## src/logic/status_cc_defines.svh

```systemverilog
// Constants for the status LED and camera-control block
`ifndef STATUS_CC_DEFINES_SVH
`define STATUS_CC_DEFINES_SVH

// ****************************************************************
// APB register byte offsets
// ****************************************************************
`define OFS_CONFIG     12'h000
`define OFS_CC_ROUTE   12'h004
`define OFS_TRIG_PER   12'h008
`define OFS_PULSE_W    12'h00C
`define OFS_STATUS     12'h010

// ****************************************************************
// Field positions and mode reset value
// ****************************************************************
`define CFG_MODE_LO    0
`define CFG_MODE_HI    1
`define CFG_FIRST_BASE 2
`define CFG_POWER_EN   3
`define CFG_TRIG_EN    4
`define CFG_PULSE1_EN  5
`define CFG_MODE_RST   2'h1

// ****************************************************************
// Timing
// ****************************************************************
`define CLK_HZ          100000000
`define TRIG_STEP_NS    2000
`define TRIG_STEP_CYC   (`TRIG_STEP_NS / 10)
`define HOST_FLASH_HZ   2
`define SLOW_FLASH_HZ   1
`define FAST_FLASH_HZ   8
`define DETECT_WIN_CYC  20'h186A0
`define PULSE_W_RST     16'h000A

`endif

```

## src/logic/status_cc_pkg.sv

```systemverilog
// Types for the status LED and camera-control block
package status_cc_pkg;
    typedef enum logic [1:0] {MODE_BASE, MODE_MEDIUM, MODE_FULL, MODE_DECA} cl_mode_t;
    typedef enum logic [2:0] {SRC_LOW, SRC_HIGH, SRC_PULSE0, SRC_PULSE1, SRC_UNUSED} cc_src_t;
    typedef struct packed {
        logic red;
        logic green;
        logic blue;
    } led_rgb_t;
    typedef struct packed {
        logic [3:0] clk_seen;
        logic [3:0] lval_seen;
    } detect_t;
endpackage : status_cc_pkg

```

## src/logic/status_cc.sv

```systemverilog
// Host-link and camera-link status LEDs with camera-control outputs
`include "status_cc_defines.svh"
`timescale 1ns/1ps
`default_nettype none
module status_cc
    import status_cc_pkg::*;
#(
    parameter int unsigned HOST_FLASH_CYC = `CLK_HZ / (2 * `HOST_FLASH_HZ),
    parameter int unsigned SLOW_FLASH_CYC = `CLK_HZ / (2 * `SLOW_FLASH_HZ),
    parameter int unsigned FAST_FLASH_CYC = `CLK_HZ / (2 * `FAST_FLASH_HZ),
    parameter int unsigned DETECT_CYC = `DETECT_WIN_CYC
) (
    input wire logic CLK_I,
    input wire logic SYS_RST_I,
    input wire logic PSEL_I,
    input wire logic PENABLE_I,
    input wire logic PWRITE_I,
    input wire logic [11:0] PADDR_I,
    input wire logic [31:0] PWDATA_I,
    output logic [31:0] PRDATA_O,
    output logic PREADY_O,
    output logic PSLVERR_O,
    input wire logic IMAGE_LOADED_I,
    input wire logic SAFE_IMAGE_I,
    input wire logic FULL_IMAGE_I,
    input wire logic HOST_LINK_UP_I,
    input wire logic HOST_TRAIN_FAIL_I,
    input wire logic HOST_GEN2_I,
    input wire logic [2:0] HOST_LANES_I,
    input wire logic [3:0] PIX_CLK_I,
    input wire logic [3:0] LVAL_I,
    input wire logic [1:0] ACQ_ACTIVE_I,
    output logic [2:0] HOST_LINK_STATUS_LED_O,
    output logic [2:0] FIRST_LINK_STATUS_LED_O,
    output logic [2:0] SECOND_LINK_STATUS_LED_O,
    output logic [3:0] CAMERA_CTRL_O,
    output logic [3:0] CAMERA_CTRL_EN_O,
    output logic CAMERA_POWER_EN_O
);

    // ****************************************************************
    // Input synchronisers
    // ****************************************************************
    logic [3:0] pclk_s1_r, pclk_s2_r, pclk_s3_r;
    logic [3:0] lval_s1_r, lval_s2_r;
    logic [1:0] acq_s1_r, acq_s2_r;
    logic [5:0] host_s1_r, host_s2_r;

    always_ff @(posedge CLK_I or posedge SYS_RST_I) begin
        if (SYS_RST_I) begin
            pclk_s1_r <= 4'h0;
            pclk_s2_r <= 4'h0;
            pclk_s3_r <= 4'h0;
            lval_s1_r <= 4'h0;
            lval_s2_r <= 4'h0;
            acq_s1_r <= 2'h0;
            acq_s2_r <= 2'h0;
            host_s1_r <= 6'h00;
            host_s2_r <= 6'h00;
        end else begin
            pclk_s1_r <= PIX_CLK_I;
            pclk_s2_r <= pclk_s1_r;
            pclk_s3_r <= pclk_s2_r;
            lval_s1_r <= LVAL_I;
            lval_s2_r <= lval_s1_r;
            acq_s1_r <= ACQ_ACTIVE_I;
            acq_s2_r <= acq_s1_r;
            host_s1_r <= {IMAGE_LOADED_I, SAFE_IMAGE_I, HOST_TRAIN_FAIL_I,
                          HOST_GEN2_I, HOST_LINK_UP_I, HOST_LANES_I == 3'h4};
            host_s2_r <= host_s1_r;
        end
    end

    wire img_loaded = host_s2_r[5];
    wire img_safe = host_s2_r[4];
    wire train_fail = host_s2_r[3];
    wire gen2 = host_s2_r[2];
    wire link_up = host_s2_r[1];
    wire lanes_x4 = host_s2_r[0];

    // ****************************************************************
    // APB registers
    // ****************************************************************
    logic [4:0] cfg_r;
    logic cfg_pwr_r;
    logic [11:0] route_r;
    logic [15:0] trig_per_r;
    logic [15:0] pulse_w_r;
    logic [31:0] prdata_nxt;
    logic [1:0] mode_first_r;

    wire apb_acc = PSEL_I && PENABLE_I;
    wire apb_wr = apb_acc && PWRITE_I;
    wire hit_cfg = PADDR_I == `OFS_CONFIG;
    wire hit_route = PADDR_I == `OFS_CC_ROUTE;
    wire hit_per = PADDR_I == `OFS_TRIG_PER;
    wire hit_pw = PADDR_I == `OFS_PULSE_W;
    wire hit_stat = PADDR_I == `OFS_STATUS;
    wire hit_any = hit_cfg | hit_route | hit_per | hit_pw | hit_stat;
    wire [1:0] mode_bits = cfg_r[`CFG_MODE_HI:`CFG_MODE_LO];
    wire first_base = cfg_r[`CFG_FIRST_BASE];
    wire trig_en = cfg_r[`CFG_TRIG_EN - 1];
    wire pulse1_en = cfg_r[`CFG_PULSE1_EN - 1];
    led_rgb_t first_led, second_led, host_led;
    detect_t det;

    always_ff @(posedge CLK_I or posedge SYS_RST_I) begin
        if (SYS_RST_I) begin
            cfg_r <= {3'h0, `CFG_MODE_RST};
            cfg_pwr_r <= 1'b0;
            route_r <= 12'h000;
            trig_per_r <= 16'h0000;
            pulse_w_r <= `PULSE_W_RST;
        end else if (apb_wr) begin
            if (hit_cfg) begin
                cfg_r <= {PWDATA_I[`CFG_PULSE1_EN], PWDATA_I[`CFG_TRIG_EN],
                          PWDATA_I[`CFG_FIRST_BASE], PWDATA_I[`CFG_MODE_HI:`CFG_MODE_LO]};
                cfg_pwr_r <= PWDATA_I[`CFG_POWER_EN];
            end
            if (hit_route) begin
                route_r <= PWDATA_I[11:0];
            end
            if (hit_per) begin
                trig_per_r <= PWDATA_I[15:0];
            end
            if (hit_pw) begin
                pulse_w_r <= PWDATA_I[15:0];
            end
        end
    end

    always_comb begin
        prdata_nxt = 32'h0000_0000;
        if (hit_cfg) begin
            prdata_nxt = {26'h0, cfg_r[4], cfg_r[3], cfg_pwr_r, cfg_r[2:0]};
        end else if (hit_route) begin
            prdata_nxt = {20'h0, route_r};
        end else if (hit_per) begin
            prdata_nxt = {16'h0, trig_per_r};
        end else if (hit_pw) begin
            prdata_nxt = {16'h0, pulse_w_r};
        end else if (hit_stat) begin
            prdata_nxt = {13'h0, det, acq_s2_r, first_led, second_led, host_led};
        end
    end

    always_ff @(posedge CLK_I or posedge SYS_RST_I) begin
        if (SYS_RST_I) begin
            PRDATA_O <= 32'h0000_0000;
            PREADY_O <= 1'b0;
            PSLVERR_O <= 1'b0;
        end else begin
            PREADY_O <= PSEL_I && !PENABLE_I;
            PSLVERR_O <= PSEL_I && !PENABLE_I && !hit_any;
            if (PSEL_I && !PENABLE_I && !PWRITE_I) begin
                PRDATA_O <= prdata_nxt;
            end
        end
    end

    // ****************************************************************
    // Flash dividers
    // ****************************************************************
    logic [31:0] host_cnt_r, slow_cnt_r, fast_cnt_r;
    logic host_ph_r, slow_ph_r, fast_ph_r;

    always_ff @(posedge CLK_I or posedge SYS_RST_I) begin
        if (SYS_RST_I) begin
            host_cnt_r <= 32'h0;
            slow_cnt_r <= 32'h0;
            fast_cnt_r <= 32'h0;
            host_ph_r <= 1'b0;
            slow_ph_r <= 1'b0;
            fast_ph_r <= 1'b0;
        end else begin
            host_cnt_r <= (host_cnt_r == HOST_FLASH_CYC - 1) ? 32'h0 : host_cnt_r + 32'h1;
            host_ph_r <= host_ph_r ^ (host_cnt_r == HOST_FLASH_CYC - 1);
            slow_cnt_r <= (slow_cnt_r == SLOW_FLASH_CYC - 1) ? 32'h0 : slow_cnt_r + 32'h1;
            slow_ph_r <= slow_ph_r ^ (slow_cnt_r == SLOW_FLASH_CYC - 1);
            fast_cnt_r <= (fast_cnt_r == FAST_FLASH_CYC - 1) ? 32'h0 : fast_cnt_r + 32'h1;
            fast_ph_r <= fast_ph_r ^ (fast_cnt_r == FAST_FLASH_CYC - 1);
        end
    end

    // ****************************************************************
    // Host-link LED
    // ****************************************************************
    wire host_on = gen2 | host_ph_r;

    always_comb begin
        host_led = '{red: 1'b1, green: 1'b0, blue: 1'b0};
        if (img_loaded) begin
            if (train_fail || !link_up) begin
                host_led = '{red: host_ph_r, green: 1'b0, blue: 1'b0};
            end else if (img_safe) begin
                host_led = '{red: 1'b0, green: 1'b0, blue: host_on};
            end else if (lanes_x4) begin
                host_led = '{red: 1'b0, green: host_on, blue: 1'b0};
            end else begin
                host_led = '{red: host_on, green: host_on, blue: 1'b0};
            end
        end
    end

    // ****************************************************************
    // Pixel clock and line valid detection
    // ****************************************************************
    logic [19:0] win_cnt_r;
    logic [3:0] clk_act_r, lval_act_r;
    wire win_end = win_cnt_r == DETECT_CYC[19:0] - 20'h1;

    always_ff @(posedge CLK_I or posedge SYS_RST_I) begin
        if (SYS_RST_I) begin
            win_cnt_r <= 20'h0;
        end else begin
            win_cnt_r <= win_end ? 20'h0 : win_cnt_r + 20'h1;
        end
    end

    genvar gi;
    generate
        for (gi = 0; gi < 4; gi++) begin : g_det
            logic clk_seen_r, lval_seen_r;
            always_ff @(posedge CLK_I or posedge SYS_RST_I) begin
                if (SYS_RST_I) begin
                    clk_seen_r <= 1'b0;
                    lval_seen_r <= 1'b0;
                    clk_act_r[gi] <= 1'b0;
                    lval_act_r[gi] <= 1'b0;
                end else if (win_end) begin
                    clk_act_r[gi] <= clk_seen_r;
                    lval_act_r[gi] <= lval_seen_r;
                    clk_seen_r <= 1'b0;
                    lval_seen_r <= 1'b0;
                end else begin
                    clk_seen_r <= clk_seen_r | (pclk_s2_r[gi] & ~pclk_s3_r[gi]);
                    lval_seen_r <= lval_seen_r | lval_s2_r[gi];
                end
            end
        end
    endgenerate

    assign det = '{clk_seen: clk_act_r, lval_seen: lval_act_r};

    // ****************************************************************
    // Camera-link LEDs
    // ****************************************************************
    wire mode_full = mode_bits == MODE_FULL || mode_bits == MODE_DECA;
    wire mode_base = mode_bits == MODE_BASE;
    wire second_clk = mode_full ? &clk_act_r[2:1] : clk_act_r[1];
    wire second_lval = mode_full ? &lval_act_r[2:1] : lval_act_r[1];
    wire second_dead = mode_base || (FULL_IMAGE_I && first_base);

    function automatic led_rgb_t link_led(input logic clk_ok, input logic lval_ok,
                                          input logic acq, input logic slow, input logic fast);
        led_rgb_t l;
        l = '{red: 1'b1, green: 1'b0, blue: 1'b0};
        if (clk_ok && acq) begin
            l = '{red: 1'b0, green: fast, blue: 1'b0};
        end else if (clk_ok && lval_ok) begin
            l = '{red: 1'b0, green: slow, blue: 1'b0};
        end else if (clk_ok) begin
            l = '{red: 1'b0, green: 1'b1, blue: 1'b0};
        end
        return l;
    endfunction : link_led

    assign first_led = link_led(clk_act_r[0], lval_act_r[0], acq_s2_r[0],
                                slow_ph_r, fast_ph_r);
    assign second_led = second_dead ? '{red: 1'b1, green: 1'b0, blue: 1'b0} :
                        link_led(second_clk, second_lval, acq_s2_r[1], slow_ph_r, fast_ph_r);

    // ****************************************************************
    // Line trigger pulse generators
    // ****************************************************************
    logic [7:0] step_cnt_r;
    logic [15:0] per_cnt_r, pw_cnt_r;
    logic pulse0_r, pulse1_r;
    wire step_tick = step_cnt_r == 8'(`TRIG_STEP_CYC - 1);
    wire per_end = step_tick && (per_cnt_r >= trig_per_r - 16'h1);

    always_ff @(posedge CLK_I or posedge SYS_RST_I) begin
        if (SYS_RST_I) begin
            step_cnt_r <= 8'h00;
            per_cnt_r <= 16'h0000;
            pw_cnt_r <= 16'h0000;
            pulse0_r <= 1'b0;
            pulse1_r <= 1'b0;
        end else if (!trig_en || trig_per_r == 16'h0000) begin
            step_cnt_r <= 8'h00;
            per_cnt_r <= 16'h0000;
            pw_cnt_r <= 16'h0000;
            pulse0_r <= 1'b0;
            pulse1_r <= 1'b0;
        end else begin
            step_cnt_r <= step_tick ? 8'h00 : step_cnt_r + 8'h01;
            if (step_tick) begin
                per_cnt_r <= per_end ? 16'h0000 : per_cnt_r + 16'h0001;
            end
            if (per_end) begin
                pulse0_r <= 1'b1;
                pulse1_r <= pulse1_en;
                pw_cnt_r <= pulse_w_r;
            end else if (pw_cnt_r != 16'h0000) begin
                pw_cnt_r <= pw_cnt_r - 16'h0001;
            end else begin
                pulse0_r <= 1'b0;
                pulse1_r <= 1'b0;
            end
        end
    end

    // ****************************************************************
    // Camera-control routing and outputs
    // ****************************************************************
    logic [3:0] cc_nxt, cc_en_nxt;

    generate
        for (gi = 0; gi < 4; gi++) begin : g_cc
            wire [2:0] sel = route_r[3*gi +: 3];
            assign cc_nxt[gi] = (sel == SRC_HIGH) | (sel == SRC_PULSE0 && pulse0_r) |
                                (sel == SRC_PULSE1 && pulse1_r);
            assign cc_en_nxt[gi] = sel <= SRC_PULSE1;
        end
    endgenerate

    always_ff @(posedge CLK_I or posedge SYS_RST_I) begin
        if (SYS_RST_I) begin
            HOST_LINK_STATUS_LED_O <= 3'h4;
            FIRST_LINK_STATUS_LED_O <= 3'h4;
            SECOND_LINK_STATUS_LED_O <= 3'h4;
            CAMERA_CTRL_O <= 4'h0;
            CAMERA_CTRL_EN_O <= 4'h0;
            CAMERA_POWER_EN_O <= 1'b0;
        end else begin
            HOST_LINK_STATUS_LED_O <= host_led;
            FIRST_LINK_STATUS_LED_O <= first_led;
            SECOND_LINK_STATUS_LED_O <= second_led;
            CAMERA_CTRL_O <= cc_nxt;
            CAMERA_CTRL_EN_O <= cc_en_nxt;
            CAMERA_POWER_EN_O <= cfg_pwr_r;
        end
    end

endmodule : status_cc
`default_nettype wire

```

## config.mk

```make
export PLATFORM = sky130hd
export DESIGN_NAME = status_cc
export DESIGN_NICKNAME = d
export VERILOG_FILES = /design/src/logic/status_cc_pkg.sv /design/src/logic/status_cc.sv
export VERILOG_INCLUDE_DIRS = /design/src /design/src/logic
export SDC_FILE = /design/constraint.sdc
export NUM_CORES = 1
export LEC_CHECK = 0
export ABC_AREA = 1
export ABC_CLOCK_PERIOD_IN_PS = 13350
export BUFFER_PORTS_ARGS = -buffer_cell sky130_fd_sc_hd__buf_4
export CORE_MARGIN = 10
export CORE_UTILIZATION = 40
export DETAILED_ROUTE_END_ITERATION = 10
export PLACE_DENSITY = 0.67
export SLEW_MARGIN = 20
export SYNTH_ARGS = -nofsm -noshare
export SYNTH_HDL_FRONTEND = slang
export SYNTH_SLANG_ARGS = --single-unit
```

## constraint.sdc

```tcl
create_clock -name CLK_I -period 13.35 [get_ports CLK_I]
set_clock_uncertainty 0.05 [all_clocks]
set_input_delay 0 -clock CLK_I [delete_from_list [all_inputs] [get_ports CLK_I]]
set_output_delay 0 -clock CLK_I [all_outputs]
set_load 0.02 [all_outputs]
```

==> flow_summary.toml <==
[pwr]
powerDensity_mw_per_mm2 = 109
p_total_mw = 1.99
peakVddDrop_v = 0.0000662
power_leakage_nw = 8.81

[clock_network]
cts_tree = "yes"
cts.path.max_buffers = 3
cts_root_buffer = "clkbuf_16"
numCtsBuffers = 36
clkLatencyLatePin_ps = 540
clock_sinks = 300
postCtsResizedCells = 0
htreeDepth = 2
clk_pin_slew_ps = 60

[yosys]
synth_area_mm2 = 0.0154
yosysUniqueCellTypes = 54
avgSynthCellArea_um2 = 8.16
synthArstFlopShare_pct = 100
synth-edff-count = 0
ys.flop_type = "dfrtp_1"
syn_inst = 1890
synth_warnings = 0
ys_seq_area_share_pct = 48.7
ys_seq_elements = 300

[routing]
vias = 13000
routedWlPerCell_um = 15.5
wl_mm = 39.9
first_pass_iters = 6
viasPerCell = 5.06
ant_nets = 0
remaining_drc_errors = 0
detail_route.iter0.violations = 1266

[timing]
worst_slew_pin_slew_ps = 949
slew_violations = 0
finalSetupViolations = 0
max_freq_mhz = 262
final_hold_viol_count = 0
maxSlewHeadroom_pct = 36.6
finalCritPeriodShare_pct = 28.6
period_minus_slack_ps = 3810
setup_tns_ps = 0
rsz0062_at_grt = "no"

[critical_path]
required_ps = 13700
worstPathArrival_ps = 4160
crit_path_cell_trace = "nor2_1, nand4_1, nor3_2, nand4_1, nor2_1, xor2_1, inv_1, ha_1, a21oi_1, o21ai_0, a21oi_1, nand3_1, nand2_2, nand2_4, nor2_1, nor2_1"
crit_slowest_cell = "dfrtp_1"
worst-path-max-fanout = 20
slowest_delay_ps = 430
cp-start-kind = "flop"
critPathKind = "flop to flop"
cpMostUsedCell = "nor2_1"
crit_path_end_kind = "flop"

[global_routing]
overflow = 0
grt.busiest_layer = "met2"
use_met3_pct = 3.64
grt_first_pass_wirelength_mm = 66.3
met2_usage_pct = 26.8
grt_util_met1_pct = 23.6
grt_max_degree = 107
track_usage_pct = 17.2
grt_pass1_vias = 12800
antenna_found_initial = 0

[die]
num_io_pins = 120
core_mm2 = 0.0378
std_cell_rows = 71
die_h_um = 216
die_w_um = 216
die_area_mm2 = 0.0468
start_util_pct = 40.8

[run_status]
outcome = "completed"

[placement]
gp_congestion = 0.911
dp_hpwl_mm = 29.5
place.port_buffers = 88

[finish]
diodes = 0
final_nets = 2130
drive_gt1_share_pct = 10.2
syn2layout_area_growth_pct = 18.3

[job]
cap_violations = 0

[min_path]
hold_class = "input pin to flop"
## worst max-delay path, delay by kind of cell (launching register included)
family | cells | cell delay (ps)
compound gates | 3 | 420
xor+xnor | 1 | 150
fa+ha+maj | 1 | 280
buf+inv | 1 | 60
flops | 1 | 430
simple gates | 10 | 2270
## stage by stage
step / cell area, um2 / std cells / hold WS (ps) / worst slack, ps / utilization [%]
after floorplan: 15500 / 1904 / -18.6 / 5020 / -
after global placement: 16600 / 2465 / 60.0 / 9600 / 43.8
after detailed placement: 16600 / 2465 / 60.6 / 9570 / 43.8
after CTS: 18200 / 2574 / 14.1 / 9570 / 48.2
after global routing: 18200 / 2574 / 40.3 / 9120 / 48.2
final: 18200 / 2574 / 32.5 / 9540 / 48.2
## state kept, by name (all words and copies together) (netlist names), 5 cells and up
| register | flops |
|---|---|
| PRDATA_O | 19 |
| cfg_r | 5 |
| fast_cnt_r | 32 |
| host_cnt_r | 32 |
| host_s1_r | 6 |
| host_s2_r | 6 |
| per_cnt_r | 16 |
| pulse_w_r | 16 |
| pw_cnt_r | 16 |
| route_r | 12 |
| slow_cnt_r | 32 |
| step_cnt_r | 8 |
| trig_per_r | 16 |
| win_cnt_r | 20 |
## routing by layer
layer	up-vias	part of all wire, %
met5	-	0
met4	0	2.0
met3	59	6.4
met2	328	45
met1	6246	46
li1	6391	-
## final cells by class
class                   count  area [um2]
flip-flops and latches    300        7510
inverters                 293        1110
fillers                  3716       19600
repair buffers            139        1160
multi-input cells        1268        6610
clock inverters            13         198
clock buffers              50        1020
well taps                 511         639
## kinds of logic (layout without fill, tap and decap cells)
kind of cell	after synthesis	in the layout	share of synthesized area, %
adders and majority gates	24	24	1.95
muxes	1	1	0.0649
other	1	15	0.0243
and+or+nand+nor	922	922	27.5
DFF	300	300	48.7
AOI/OAI and AO/OA	208	208	7.36
xor gates and xnor gates	98	98	5.56
buffers and inverters	336	495	8.84
## cells in the final DEF, fill, tap and decap left out, types with 4 or more instances in the layout
master and n:
nor4_1 33, nand2_1 352, clkbuf_16 36, dlygate4sd3_1 46, nand3_1 89, xnor2_1 17
and3_1 6, dfstp_2 6, o211ai_1 7, nor2_1 238, nor3_2 8, nor2_2 10
ha_1 24, nand2_2 5, inv_1 287, o22ai_1 6, o21ai_0 113, nor3_1 79
inv_2 4, a311oi_1 4, a211oi_1 6, conb_1 15, o21ai_1 6, buf_4 93
nand3_2 5, nor3b_1 6, xor2_1 81, dfrtp_1 294, clkbuf_8 7, nand4_1 67
clkbuf_1 7, bufinv_16 4, or2_2 4, nor2_4 6, a21oi_1 52
## where the power goes
part / internal (mW) / leakage [nW] / switching (mW)
clock network: 0.618 / 0.601 / 0.387
logic: 0.0251 / 4.25 / 0.0412
registers: 0.917 / 3.96 / 0.00291
## worst paths after layout
path,slack [ps],cells after the start,startpoint,end
hold / removal,30,8,PADDR_I[11],PRDATA_O[0]
setup / recovery,9540,16,trig_per_r[2],pw_cnt_r[7]
min in group asynchronous,100,3,SYS_RST_I,acq_s1_r[0]
setup reg to reg,9540,16,trig_per_r[2],pw_cnt_r[7]
max in group asynchronous,11060,5,SYS_RST_I,host_s2_r[3]
hold reg to reg,300,0,lval_s1_r[1],lval_s2_r[1]
## timing repair
action / CTS / global route
setup buffers: 0 / 0
hold endpoints to repair: 186 / 0
hold buffers: 46 / 0
setup endpoints to repair: 0 / 0
## cells in the mapped netlist (2+ instances only)
cell | number | area [um2]
and3_1 | 6 | 37.5
o21ai_0 | 113 | 566
buf_2 | 12 | 60.1
nand3_1 | 90 | 450
buf_6 | 2 | 22.5
a21o_1 | 2 | 15.0
buf_4 | 19 | 143
xnor2_1 | 17 | 149
inv_2 | 4 | 15.0
nor3_2 | 8 | 80.1
nor3_1 | 79 | 395
nor2_2 | 10 | 62.6
nor2_1 | 238 | 893
nand4_1 | 67 | 419
nand3_2 | 4 | 40.0
inv_1 | 288 | 1080
nand2_1 | 352 | 1320
a311oi_1 | 4 | 35.0
a31oi_1 | 3 | 18.8
o21ai_1 | 6 | 30.0
nor4_1 | 33 | 206
nor2_4 | 6 | 67.6
or2_2 | 4 | 25.0
o211ai_1 | 7 | 52.6
clkbuf_1 | 9 | 33.8
a211oi_1 | 6 | 45.0
xor2_1 | 81 | 709
a21oi_1 | 52 | 260
ha_1 | 24 | 300
nand2_4 | 3 | 33.8
o22ai_1 | 6 | 37.5
dfrtp_1 | 294 | 7360
nor3b_1 | 6 | 45.0
dfstp_2 | 6 | 158
o21a_1 | 3 | 22.5
nand3b_1 | 2 | 15.0
nand4_2 | 3 | 37.5
nand2_2 | 5 | 31.3
Note: power is estimated with default switching activity, not from simulation.
